`src/verilog/gdsc_map.vh`:
```
/*
  Register map, field positions, reset values and timing counts of the
  generic slave DMA counter and configuration block.
  Assumes a byte-addressed processor register port and a 100 MHz clock.
*/
`ifndef GDSC_MAP_VH
`define GDSC_MAP_VH

// Byte addresses of the remaining-byte counter, least significant first.
`define GDSC_CNT_B0_ADDR   8'h34
`define GDSC_CNT_B1_ADDR   8'h35
`define GDSC_CNT_B2_ADDR   8'h36
`define GDSC_CNT_B3_ADDR   8'h37
// Byte addresses of the configuration register.
`define GDSC_CFG_LO_ADDR   8'h38
`define GDSC_CFG_HI_ADDR   8'h39

`define GDSC_CNT_RESET     32'h0000_0000
`define GDSC_CFG_RESET     16'h0001
// Bits that hold state; all other configuration bits are reserved.
`define GDSC_CFG_WMASK     16'h008d
`define GDSC_CFG_CNT_DIS   7
`define GDSC_CFG_MODE_HI   3
`define GDSC_CFG_MODE_LO   2
`define GDSC_CFG_WIDTH     0
`define GDSC_MODE_STROBE   2'b00

`define GDSC_FIFO_BYTES    8
`define GDSC_CLK_NS        10
`define GDSC_DRAIN_NS      60
`define GDSC_DRAIN_CYCLES  (`GDSC_DRAIN_NS / `GDSC_CLK_NS)

`endif

```
`src/verilog/gdsc_fifo.v`:
```
/*
  Byte FIFO that takes and gives up to two bytes a cycle, low byte first.
  Assumes the caller never pushes beyond free room nor pops beyond level.
*/
`timescale 1ns/100ps
module gdsc_fifo
#(
  parameter DEPTH = 8,
  parameter AW    = 3
)
(
  // Clock and reset
  input  wire          clock,
  input  wire          rst,
  // Fill side
  input  wire [1:0]    push_cnt,
  input  wire [15:0]   push_data,
  // Drain side
  input  wire [1:0]    pop_cnt,
  output wire [15:0]   pop_data,
  // Occupancy
  output wire [AW:0]   level
);

  reg  [7:0]  mem_reg [0:DEPTH-1];
  reg  [AW-1:0] wr_ptr_reg;
  reg  [AW-1:0] rd_ptr_reg;
  reg  [AW:0]   level_reg;
  wire [AW-1:0] wr_ptr_p1;
  wire [AW-1:0] rd_ptr_p1;

  assign wr_ptr_p1 = wr_ptr_reg + {{(AW-1){1'b0}}, 1'b1};
  assign rd_ptr_p1 = rd_ptr_reg + {{(AW-1){1'b0}}, 1'b1};
  assign pop_data  = {mem_reg[rd_ptr_p1], mem_reg[rd_ptr_reg]};
  assign level     = level_reg;

  always @(posedge clock)
  begin
    if (push_cnt != 2'd0)
      mem_reg[wr_ptr_reg] <= push_data[7:0];
    if (push_cnt == 2'd2)
      mem_reg[wr_ptr_p1] <= push_data[15:8];
  end

  always @(posedge clock)
  begin
    if (rst)
    begin
      wr_ptr_reg <= {AW{1'b0}};
      rd_ptr_reg <= {AW{1'b0}};
      level_reg  <= {(AW+1){1'b0}};
    end
    else
    begin
      wr_ptr_reg <= wr_ptr_reg + {{(AW-2){1'b0}}, push_cnt};
      rd_ptr_reg <= rd_ptr_reg + {{(AW-2){1'b0}}, pop_cnt};
      level_reg  <= level_reg + {{(AW-1){1'b0}}, push_cnt} - {{(AW-1){1'b0}}, pop_cnt};
    end
  end

endmodule

```
`src/verilog/gdsc_core.v`:
```
/*
  Generic slave DMA engine: remaining-byte counter, DMA configuration
  register, strobe handshake on the DMA bus and an 8-byte FIFO between the
  DMA bus and the endpoint buffers.
  Assumes strobes and commands are one-cycle pulses synchronous to clock and
  that the endpoint buffer logic and pin pads sit outside.
*/
// What this block does
// - Four-byte counter loaded by software with the transfer's total byte count.
// - Reading the counter during a transfer returns the bytes still left.
// - An eight-byte FIFO sits in the DMA path; IN data may wait there.
// - IN data in the FIFO reaches the endpoint buffer within 60 ns while the endpoint side stays ready.
// - OUT endpoint buffer is not released until the FIFO has been emptied.
// - Counter bytes: byte 1 is bits 7..0, byte 4 bits 31..24; reset zero.
// - Configuration bit 7 zero counts; one makes the counter ignored.
// - Strobe mode 00: write strobe latches bus data, read strobe drives it.
// - Configuration bit 0 selects 8-bit (0) or 16-bit (1) bus; resets to one.
// - Request pin is not driven before one configuration register write.
// - Configuration is two bytes; bits 15..8, 6..4 and 1 are reserved.
// - Counter bytes written low to high; counter loads on the top byte.
// - Counter decrements during a transfer; at zero done flag and pulse.
// - A transfer ends on short OUT packet, DMA reset or stop command.
`timescale 1ns/100ps
`include "gdsc_map.vh"
module gdsc_core
#(
  parameter FIFO_DEPTH = `GDSC_FIFO_BYTES
)
(
  // Clock and reset
  input  wire          clock,
  input  wire          sys_rst,
  // Processor register port
  input  wire [7:0]    reg_addr,
  input  wire [7:0]    reg_wdata,
  input  wire          reg_wr,
  input  wire          reg_rd,
  output wire [7:0]    reg_rdata,
  output wire          reg_rvalid,
  // DMA commands
  input  wire          cmd_in_start,
  input  wire          cmd_out_start,
  input  wire          cmd_stop,
  input  wire          cmd_dma_reset,
  input  wire          short_packet_end,
  // DMA bus pins
  output wire          dma_request_pin,
  output wire          dma_request_oe,
  input  wire          write_strobe_pin,
  input  wire          read_strobe_pin,
  input  wire [15:0]   dma_data_in,
  output wire [15:0]   dma_data_out,
  output wire          dma_data_oe,
  // IN endpoint buffer fill
  output wire          ep_in_valid,
  output wire [1:0]    ep_in_count,
  output wire [15:0]   ep_in_data,
  input  wire          ep_in_ready,
  // OUT endpoint buffer drain
  input  wire          ep_out_valid,
  input  wire [1:0]    ep_out_count,
  input  wire [15:0]   ep_out_data,
  output wire          ep_out_ready,
  output wire          ep_out_release,
  // Status
  output wire          xfer_active,
  output wire          transfer_done_flag,
  output wire          transfer_done_pulse,
  output wire          short_packet_end_flag,
  input  wire          flag_clear_done,
  input  wire          flag_clear_eot
);

  localparam ST_IDLE = 3'b001;
  localparam ST_IN   = 3'b010;
  localparam ST_OUT  = 3'b100;
  localparam AW      = 3;

  wire        rst;
  reg  [2:0]  state_reg;
  reg  [2:0]  state_next;
  reg  [31:0] remaining_byte_count_reg;
  reg  [31:0] remaining_byte_count_next;
  reg  [23:0] cnt_shadow_reg;
  reg  [15:0] cfg_reg;
  reg         cfg_written_reg;
  reg  [7:0]  rdata_reg;
  reg         rvalid_reg;
  reg  [15:0] dout_reg;
  reg         out_dir_reg;
  reg         done_flag_reg;
  reg         done_pulse_reg;
  reg         eot_flag_reg;
  reg  [7:0]  rd_mux;
  wire        count_disable;
  wire        width16;
  wire        mode_ok;
  wire [1:0]  nbytes;
  wire [AW:0] level;
  wire [AW:0] room;
  wire [15:0] fifo_head;
  reg  [1:0]  push_cnt;
  reg  [15:0] push_data;
  reg  [1:0]  pop_cnt;
  wire        in_accept;
  wire        out_accept;
  wire        moved;
  wire        hit_zero;
  wire        ended;

  // A DMA reset puts the whole engine back to its power-on state.
  assign rst = sys_rst | cmd_dma_reset;

  assign count_disable = cfg_reg[`GDSC_CFG_CNT_DIS];
  assign width16       = cfg_reg[`GDSC_CFG_WIDTH];
  assign mode_ok       = (cfg_reg[`GDSC_CFG_MODE_HI:`GDSC_CFG_MODE_LO] == `GDSC_MODE_STROBE);
  assign nbytes        = width16 ? 2'd2 : 2'd1;
  assign room          = FIFO_DEPTH[AW:0] - level;

  // Strobes are honoured only in the supported mode, with data or room.
  assign in_accept  = (state_reg == ST_IN) && write_strobe_pin && mode_ok
                      && (room >= {{(AW-1){1'b0}}, nbytes});
  assign out_accept = (state_reg == ST_OUT) && read_strobe_pin && mode_ok
                      && (level >= {{(AW-1){1'b0}}, nbytes});
  assign moved      = in_accept | out_accept;
  assign hit_zero   = moved && !count_disable
                      && (remaining_byte_count_reg <= {30'd0, nbytes});
  assign ended      = cmd_stop | short_packet_end | hit_zero;

  gdsc_fifo
  #(
    .DEPTH (FIFO_DEPTH),
    .AW    (AW)
  )
  u_fifo
  (
    .clock     (clock),
    .rst       (rst),
    .push_cnt  (push_cnt),
    .push_data (push_data),
    .pop_cnt   (pop_cnt),
    .pop_data  (fifo_head),
    .level     (level)
  );

  // IN data enters from the bus; OUT data enters from the endpoint.
  always @*
  begin
    push_cnt  = 2'd0;
    push_data = 16'h0000;
    if (in_accept)
    begin
      push_cnt  = nbytes;
      push_data = dma_data_in;
    end
    else if ((state_reg == ST_OUT) && ep_out_valid && ep_out_ready)
    begin
      push_cnt  = ep_out_count;
      push_data = ep_out_data;
    end
  end

  // IN data drains whether or not the transfer is still running.
  always @*
  begin
    pop_cnt = 2'd0;
    if (out_accept)
      pop_cnt = nbytes;
    else if (!out_dir_reg && ep_in_ready && (level != {(AW+1){1'b0}}))
      pop_cnt = ep_in_count;
  end

  // Two bytes leave a cycle, so a full FIFO empties in four cycles, inside
  // 60 ns; the bound holds only while the endpoint side stays ready.
  assign ep_in_valid  = !out_dir_reg && (level != {(AW+1){1'b0}});
  assign ep_in_count  = (level >= {{(AW-1){1'b0}}, 2'd2}) ? 2'd2 : 2'd1;
  assign ep_in_data   = fifo_head;
  assign ep_out_ready = (state_reg == ST_OUT) && !out_accept
                        && (room >= {{(AW-1){1'b0}}, ep_out_count});
  // Stale OUT bytes keep the endpoint buffer held until the bus took them.
  assign ep_out_release = out_dir_reg && (state_reg == ST_IDLE)
                          && (level == {(AW+1){1'b0}});

  // Request asks for a strobe only when it can be served at once.
  assign dma_request_oe  = cfg_written_reg;
  assign dma_request_pin = cfg_written_reg && mode_ok && !ended
                           && (count_disable || (remaining_byte_count_reg != 32'h0))
                           && (((state_reg == ST_IN) && (room >= {{(AW-1){1'b0}}, nbytes}))
                           || ((state_reg == ST_OUT) && (level >= {{(AW-1){1'b0}}, nbytes})));
  assign dma_data_out    = dout_reg;
  assign dma_data_oe     = (state_reg == ST_OUT);

  always @*
  begin
    state_next = state_reg;
    case (state_reg)
      ST_IDLE:
      begin
        if (cmd_in_start)
          state_next = ST_IN;
        else if (cmd_out_start)
          state_next = ST_OUT;
      end
      ST_IN, ST_OUT:
      begin
        if (ended)
          state_next = ST_IDLE;
      end
      default:
        state_next = ST_IDLE;
    endcase
  end

  always @*
  begin
    remaining_byte_count_next = remaining_byte_count_reg;
    if (reg_wr && (reg_addr == `GDSC_CNT_B3_ADDR))
      remaining_byte_count_next = {reg_wdata, cnt_shadow_reg};
    else if (moved && !count_disable)
    begin
      if (hit_zero)
        remaining_byte_count_next = 32'h0;
      else
        remaining_byte_count_next = remaining_byte_count_reg - {30'd0, nbytes};
    end
  end

  always @(posedge clock)
  begin
    if (rst)
    begin
      state_reg                <= ST_IDLE;
      remaining_byte_count_reg <= `GDSC_CNT_RESET;
      cnt_shadow_reg           <= 24'h000000;
      cfg_reg                  <= `GDSC_CFG_RESET;
      cfg_written_reg          <= 1'b0;
      dout_reg                 <= 16'h0000;
      out_dir_reg              <= 1'b0;
      done_flag_reg            <= 1'b0;
      done_pulse_reg           <= 1'b0;
      eot_flag_reg             <= 1'b0;
    end
    else
    begin
      state_reg                <= state_next;
      remaining_byte_count_reg <= remaining_byte_count_next;
      if (cmd_in_start && (state_reg == ST_IDLE))
        out_dir_reg <= 1'b0;
      else if (cmd_out_start && (state_reg == ST_IDLE))
        out_dir_reg <= 1'b1;
      if (reg_wr)
      begin
        case (reg_addr)
          `GDSC_CNT_B0_ADDR: cnt_shadow_reg[7:0]   <= reg_wdata;
          `GDSC_CNT_B1_ADDR: cnt_shadow_reg[15:8]  <= reg_wdata;
          `GDSC_CNT_B2_ADDR: cnt_shadow_reg[23:16] <= reg_wdata;
          `GDSC_CFG_LO_ADDR: cfg_reg <= {8'h00, reg_wdata} & `GDSC_CFG_WMASK;
          default:           cnt_shadow_reg <= cnt_shadow_reg;
        endcase
        if ((reg_addr == `GDSC_CFG_LO_ADDR) || (reg_addr == `GDSC_CFG_HI_ADDR))
          cfg_written_reg <= 1'b1;
      end
      if (out_accept)
        dout_reg <= width16 ? fifo_head : {8'h00, fifo_head[7:0]};
      // A new event wins over a clear in the same cycle.
      if ((state_reg != ST_IDLE) && hit_zero)
        done_flag_reg <= 1'b1;
      else if (flag_clear_done)
        done_flag_reg <= 1'b0;
      if ((state_reg == ST_OUT) && short_packet_end)
        eot_flag_reg <= 1'b1;
      else if (flag_clear_eot)
        eot_flag_reg <= 1'b0;
      done_pulse_reg <= (state_reg != ST_IDLE) && hit_zero;
    end
  end

  // Reads show the live counter, so software sees the bytes still left.
  always @*
  begin
    case (reg_addr)
      `GDSC_CNT_B0_ADDR: rd_mux = remaining_byte_count_reg[7:0];
      `GDSC_CNT_B1_ADDR: rd_mux = remaining_byte_count_reg[15:8];
      `GDSC_CNT_B2_ADDR: rd_mux = remaining_byte_count_reg[23:16];
      `GDSC_CNT_B3_ADDR: rd_mux = remaining_byte_count_reg[31:24];
      `GDSC_CFG_LO_ADDR: rd_mux = cfg_reg[7:0];
      `GDSC_CFG_HI_ADDR: rd_mux = cfg_reg[15:8];
      default:           rd_mux = 8'h00;
    endcase
  end

  always @(posedge clock)
  begin
    if (rst)
    begin
      rdata_reg  <= 8'h00;
      rvalid_reg <= 1'b0;
    end
    else
    begin
      rvalid_reg <= reg_rd;
      if (reg_rd)
        rdata_reg <= rd_mux;
    end
  end

  assign reg_rdata             = rdata_reg;
  assign reg_rvalid            = rvalid_reg;
  assign xfer_active           = (state_reg != ST_IDLE);
  assign transfer_done_flag    = done_flag_reg;
  assign transfer_done_pulse   = done_pulse_reg;
  assign short_packet_end_flag = eot_flag_reg;

endmodule

```
`config.mk`:
```
export PLATFORM = sky130hd
export DESIGN_NAME = gdsc_core
export DESIGN_NICKNAME = d
export VERILOG_FILES = /design/src/verilog/gdsc_fifo.v /design/src/verilog/gdsc_core.v
export VERILOG_INCLUDE_DIRS = /design/src /design/src/verilog
export SDC_FILE = /design/constraint.sdc
export NUM_CORES = 1
export LEC_CHECK = 0
export ABC_AREA = 0
export BUFFER_PORTS_ARGS = -buffer_cell sky130_fd_sc_hd__buf_2
export CAP_MARGIN = 10
export CORE_MARGIN = 4
export CORE_UTILIZATION = 40
export CTS_CLUSTER_SIZE = 14
export DETAILED_ROUTE_END_ITERATION = 8
export PLACE_DENSITY_LB_ADDON = 0.05
export SETUP_SLACK_MARGIN = 0.2
export SYNTH_ARGS = -nofsm -noshare
export SYNTH_HDL_FRONTEND = slang
export SYNTH_HIERARCHICAL = 1
export SYNTH_SLANG_ARGS = --single-unit
```
`constraint.sdc`:
```
create_clock -name clock -period 11.5 [get_ports clock]
set_input_delay 1.15 -clock clock [delete_from_list [all_inputs] [get_ports clock]]
set_output_delay 1.15 -clock clock [all_outputs]
set_load 0.1 [all_outputs]
```
Word-level counts from Yosys, hierarchy flattened
Memory sizes are Yosys's and may differ from the RTL's. A register that Yosys moved wholly into a read port is not among the register bits.
Index checks and enable logic that the tools add are counted.
{ "classes": {"n_addsub": 8, "n_mul": 0, "div": 0, "order_cmp": 5, "eq_ne": 13, "shift": 0, "muxes": 26, "n_bitwise": 4, "reduce_logical": 51} }
{ "op_table": {"columns": ["cell", "count"], "rows": [
  ["two-way mux 32 bit", 3],
  ["equality test 8 x 6 -> 1 bit (second input constant)", 6],
  ["two-way mux 16 bit", 3],
  ["case mux 8 bit (5 select lines)", 1],
  ["<= comparator 32 x 2 -> 1 bit", 1],
  ["nonzero test 32 bit", 1],
  ["subtractor 32 x 2 -> 32 bit", 1],
  ["logical AND 1 bit", 28],
  [">= comparator 4 x 2 -> 1 bit", 3],
  ["two-way mux 2 bit", 6],
  ["two-way mux 3 bit", 4],
  ["AND reduction 2 bit", 6],
  ["two-way mux 1 bit", 8],
  ["nonzero test 2 bit", 4],
  ["adder 3 x 1 -> 3 bit (second input constant)", 2],
  ["adder 3 x 2 -> 3 bit", 2],
  ["case mux 3 bit (2 select lines)", 1],
  ["adder 4 x 2 -> 4 bit", 1],
  [">= comparator 4 x 2 -> 1 bit (second input constant)", 1],
  ["zero test 1 bit", 4],
  ["zero test 4 bit", 1],
  ["bitwise OR 1 bit", 4],
  ["nonzero test 4 bit", 1],
  ["OR reduction 2 bit", 2],
  ["11 further kinds", 13]
]} }
{ "word_totals": {"reg_bits": 103, "latch_bits": 0, "ram_bits": 64, "romBits": 0, "in_bits": 65, "out_inout_bits": 53, "elab_cells": 125, "mem_count": 1} }
{ "mem_list": {"columns": ["memory", "depth", "width", "read_ports", "rd_ports_with_merged_regs", "write_ports", "line_no", "text"], "rows": [
  ["u_fifo.mem_reg", 8, 8, 2, 1, 2, "gdsc_fifo.v:25", "reg [7:0] mem_reg [0:DEPTH-1];"]
]} }

Longest topological paths before layout
{ "logic_depth": {"word_depth": 13, "ltp_mapped": 19, "mapped_depth_nobuf": 16} }

By module
Netlist, hierarchy kept.
{ "modules_own_cells": {"columns": ["mod", "instances", "cells_each", "area_per_inst_um2", "seq_area_each_um2"], "rows": [
  ["gdsc_core", 1, 626, 5114.9, 1861.8],
  ["gdsc_fifo", 1, 264, 4485.6, 2122.0]
]} }

Least setup slack after synthesis
No wires, ideal clock.
{ "synth_timing": {"kind": "reg-to-reg", "start": "register u_fifo.level_reg[0], in the netlist u_fifo/level[0]", "end": "register u_fifo.level_reg[3], in the netlist u_fifo/level[3]", "setup_ns": 0.074, "arrival_time_ns": 7.108, "t_required_ns": 11.426, "path_slack_ns": 4.318, "stages_incl_launch_ff": 13, "path_buffers": 0, "synth_period_minus_slack_ns": 7.182, "path_cell_list": "dfxtp_1 inv_1 ha_1 nor4_1 inv_1 or3_1 o21ai_0 ha_1 inv_1 ha_1 a21o_1 a2111o_1 o21ai_0"} }
{ "synth_between": {"elab_cells_between_ends": 20, "classes_between": "add/sub (3); order compare (4); mux (5); reduce/logical (8)"} }
{ "synth_rtl": {"columns": ["element", "line_no", "text"], "rows": [
  ["start, declared", "gdsc_fifo.v:28", "reg [AW:0] level_reg;"],
  ["start signal, assigned", "gdsc_fifo.v:51", "level_reg <= {(AW+1){1'b0}};"],
  ["start signal, assigned", "gdsc_fifo.v:57", "level_reg <= level_reg + {{(AW-1){1'b0}}, push_cnt} - {{(AW-1){1'b0}}, pop_cnt};"],
  [">= comparator 4 x 2 -> 1 bit", "gdsc_core.v:176", "assign ep_in_count = (level >= {{(AW-1){1'b0}}, 2'd2}) ? 2'd2 : 2'd1;"],
  ["two-way mux 2 bit", "gdsc_core.v:176", null],
  ["named net ep_in_count[0]", "gdsc_core.v:56", "output wire [1:0] ep_in_count,"],
  ["two-way mux 2 bit", "gdsc_core.v:169", "else if (!out_dir_reg && ep_in_ready && (level != {(AW+1){1'b0}}))"],
  ["two-way mux 2 bit", "gdsc_core.v:167", "if (out_accept)"],
  ["named net pop_cnt[0]", "gdsc_core.v:104", "reg [1:0] pop_cnt;"],
  ["subtractor 4 x 2 -> 4 bit", "gdsc_fifo.v:57", null]
]} }
The timed path passes the listed nets, and every way through them passes these cells.
A chain may end at the register's enable or synchronous reset.

Final worst setup path
{ "layout_timing": {"start": "register cfg_reg[0]", "end": "output dma_request_pin"} }
{ "layout_between": {"elab_chain_len": 11, "elab_cells_between_ends": 17, "classes_between": "order compare (3); mux (1); bitwise (2); reduce/logical (11)"} }
{ "layout_lines": {"columns": ["element", "line_no", "text"], "rows": [
  ["start, declared", "gdsc_core.v:85", "reg [15:0] cfg_reg;"],
  ["start signal, assigned", "gdsc_core.v:235", "cfg_reg <= `GDSC_CFG_RESET;"],
  ["start signal, assigned", "gdsc_core.v:257", "`GDSC_CFG_LO_ADDR: cfg_reg <= {8'h00, reg_wdata} & `GDSC_CFG_WMASK;"],
  ["two-way mux 2 bit (*)", "gdsc_core.v:117", "assign nbytes = width16 ? 2'd2 : 2'd1;"],
  ["parallel branches: the longest is 9 deep, another holds <= comparator 32 x 2 -> 1 bit", null, null],
  ["logical AND 1 bit (*)", "gdsc_core.v:188", "&& (((state_reg == ST_IN) && (room >= {{(AW-1){1'b0}}, nbytes}))"],
  ["end, declared", "gdsc_core.v:47", "output wire dma_request_pin,"]
]} }
Every way passes the cells marked *.

==> impl_metrics.csv <==
group,metric,value,unit
finish,final_core_util,47.0,%
global_route,grt_pass1_wl,43400,um
cts,h-tree-depth,4,
routing,wire_per_inst,21.7,um
yosys,syn_inst,890,
critical_path,reg2reg_setup_slack,6.29,ns
die,start_util,40.8,%
finish,insertedDiodeCount,0,
timing,rsz0062_at_grt,"no",
timing,tightest_slew,1.18,ns
global_route,gr-total-overflow,0,
yosys,synth_top_area_share,21.5,%
routing,route.detailed.drc,0,
die,rows,56,
cts,clockBufferDepth,2,
routing,viasPerCell,5.64,
routing,drt_pass1_iterations,5,
yosys,ys_top_cells_by_area,"dfxtp_1, edfxtp_1, mux2_2",
yosys,async_flop_share,0,%
yosys,synth_seq_area_share,41.5,%
run,drv_cap,0,
die,dieArea,0.0265,sq mm
routing,met3_length,1090,um
yosys,synth_edf_count,64,
timing,min_period,5.27,ns
finish,fin_nets,1066,
global_route,grt_pass1_vias,7282,
cts,cts_tree,"built",
yosys,yosysUniqueCellTypes,75,
pwr,powerDensity,145,mW/mm^2
finish,drive_above_1_share,29.0,%
worst_hold_path,worst_hold_path_type,"register to register",
critical_path,cp_max_fo,24,
critical_path,ff2ff_path_depth,15,
die,ios,118,
timing,slew_viol_final,0,
routing,num_vias,7394,
cts,cts_setup_buffers,0,
critical_path,worstPathArrival,4.12,ns
die,die_w,163,um
die,core,0.0235,sq mm
critical_path,crit_start,"cfg_reg[0]",
finish,final_area,0.0111,sq mm
placed_design,placed_area,0.0104,sq mm
critical_path,worstSetupPathType,"register to output pin",
cts,clockRootBuffer,"clkbuf_16",
critical_path,regToRegStartpoint,"cfg_reg[0]",
timing,slew_headroom,21.3,%
finish,regArea,0.00398,sq mm
critical_path,start_kind,"register",
placed_design,portBuffers,117,
placed_design,place.gp.congestion,0.834,
routing,top_layer_used,"met4",
run_status,status,"finished clean",
global_route,grt_max_degree,85,
timing,hold_viol,0,
die,die_h,163,um
routing,drt-met1-wl,12400,um
routing,drt_wl_total,28400,um
critical_path,worstPathRequired,10.35,ns
critical_path,end_kind,"output pin",
worst_hold_path,hold_depth,2,
finish,syn_to_final_growth,15.2,%
global_route,grt_antenna_before_repair,0,
yosys,ys_ff_latch,167,
timing,setup_viol,0,
global_route,grt_use_total,21.4,%
critical_path,critPathCapture,"dma_request_pin",
timing,timing.fmax,190,MHz
yosys,synth_flop_cell,"dfxtp_1",
yosys,synth_warnings,6,
timing,period_share,45.9,%
routing,wl_met2,14200,um
finish,largest_register_ffs,64,
cts,clock_sinks,167,
routing,drtIter0Drc,554,
finish,fillerInstances,2253,
pwr,peakVddDrop,106,uV
pwr,leakage,4.32,nW
yosys,synth_nets,977,
critical_path,rr_endpoint,"u_fifo/level[3]",
cts,cts_resized,0,
placed_design,dp_hpwl,20600,um
timing,finClkSkew,0.0115,ns
timing,totalNegativeSetupSlack,0,ns
yosys,synth.avg_cell_area,10.8,sq um
cts,clock_latency,0.43,ns
cts,clk_transition_reported_paths,0.07,ns
routing,antenna_left,0,
cts,postCtsHoldBufs,0,
cts,cts_made_buffers,17,
yosys,syn-cell-area,0.00960,sq mm
yosys,yosys.area.top_type,"dfxtp_1",
finish,multiInputGateArea,0.00522,sq mm
cell families after synthesis:
group	after synthesis	synth area share [%]
compound gates	185	12.3
xor+xnor	16	1.85
fa+ha+maj	22	3.26
buf+inv	85	4.24
flops	167	41.5
mux	140	21.7
simple gates	275	15.2
cells in the final DEF, fill, tap and decap left out, drive strengths merged, types with 3 or more instances in the layout:
cell type / count
ha: 17
nor4: 10
o21ai: 43
a21oi: 60
a21o: 3
inv: 31
xor2: 5
a22o: 16
nor4b: 3
nand3: 39
nor3b: 3
clkbuf: 17
nand2b: 10
nand2: 80
a41oi: 3
buf: 131
a211oi: 8
a22oi: 4
nor3: 13
mux2i: 20
mux2: 80
dfxtp: 103
and2: 4
nand4b: 4
or3: 5
o211ai: 5
xnor2: 11
nand4: 17
nand3b: 5
nor2b: 10
and3: 4
nor2: 57
bufinv: 6
or4: 5
fa: 5
edfxtp: 64
a31oi: 25
mux4: 40
cells in the mapped netlist (5+ instances only):
| cell | number |
|---|---|
| mux4_1 | 21 |
| ha_1 | 17 |
| nand3b_1 | 5 |
| a22o_1 | 16 |
| a31oi_1 | 25 |
| fa_1 | 5 |
| a21oi_1 | 60 |
| nand2_2 | 6 |
| xnor2_1 | 10 |
| a211oi_1 | 7 |
| buf_2 | 10 |
| mux2i_1 | 20 |
| edfxtp_1 | 64 |
| nor2_1 | 55 |
| nand2_1 | 74 |
| nand2b_1 | 10 |
| mux2_2 | 78 |
| buf_6 | 8 |
| nor3_1 | 12 |
| inv_1 | 24 |
| nand4_1 | 17 |
| nand3_1 | 38 |
| nor2b_1 | 10 |
| o211ai_1 | 5 |
| dfxtp_1 | 103 |
| nor4_1 | 6 |
| or3_1 | 5 |
| clkbuf_1 | 33 |
| mux4_2 | 18 |
| buf_1 | 6 |
| o21ai_0 | 41 |
critical path, cell delays in order, from the launching register on:
cell	delay, ns
dfxtp_1	0.69
inv_1	0.32
ha_1	0.36
nand2b_1	0.16
a2111oi_1	0.65
or3_1	0.21
buf_4	0.29
a211o_1	0.23
nor4bb_1	0.29
buf_2	0.49
per-layer routing:
layer / up-vias / GRT usage [%]
met1: 3601 / 27.7
li1: 3563 / -
met5: - / 0
met2: 195 / 36.5
met4: 0 / 7.21
met3: 35 / 3.47
per-stage QoR:
stage | hold slack [ns] | worst slack, ns | power (mW) | instances
6_report | 0.451 | 6.23 | 1.60 | 1311
5_1_grt | 0.473 | 5.84 | 1.66 | 1311
3_3_place_gp | 0.438 | 6.42 | 0.942 | 1278
3_5_place_dp | 0.445 | 6.22 | 0.943 | 1278
4_1_cts | 0.455 | 6.15 | 1.62 | 1310
2_1_floorplan | 0.429 | 4.32 | 0.882 | 890
layout make-up:
type                       instances  area share, %
inverter                          24          0.814
sequential                       167           36.0
multi-input combinational        638           47.2
timing repair buffer             131           6.22
clock buffer                      17           3.84
clock inverter                    15           2.35
tap                              319           3.61
report_power, final:
part	internal (mW)	switching, mW
Sequential	0.616	0.00922
Combinational	0.0831	0.221
Clock	0.414	0.260
worst min-delay path by stage:
stage | start | end | slack (ns)
finish | dma_data_out[14] | dma_data_out[14] | 0.45
global route | cnt_shadow_reg[9] | cnt_shadow_reg[9] | 0.47
CTS | cnt_shadow_reg[11] | cnt_shadow_reg[11] | 0.45
detailed placement | cnt_shadow_reg[11] | cnt_shadow_reg[11] | 0.45
global placement | cnt_shadow_reg[11] | cnt_shadow_reg[11] | 0.44
floorplan | cnt_shadow_reg[10] | cnt_shadow_reg[10] | 0.43
Power figures use the tool's default switching activity.
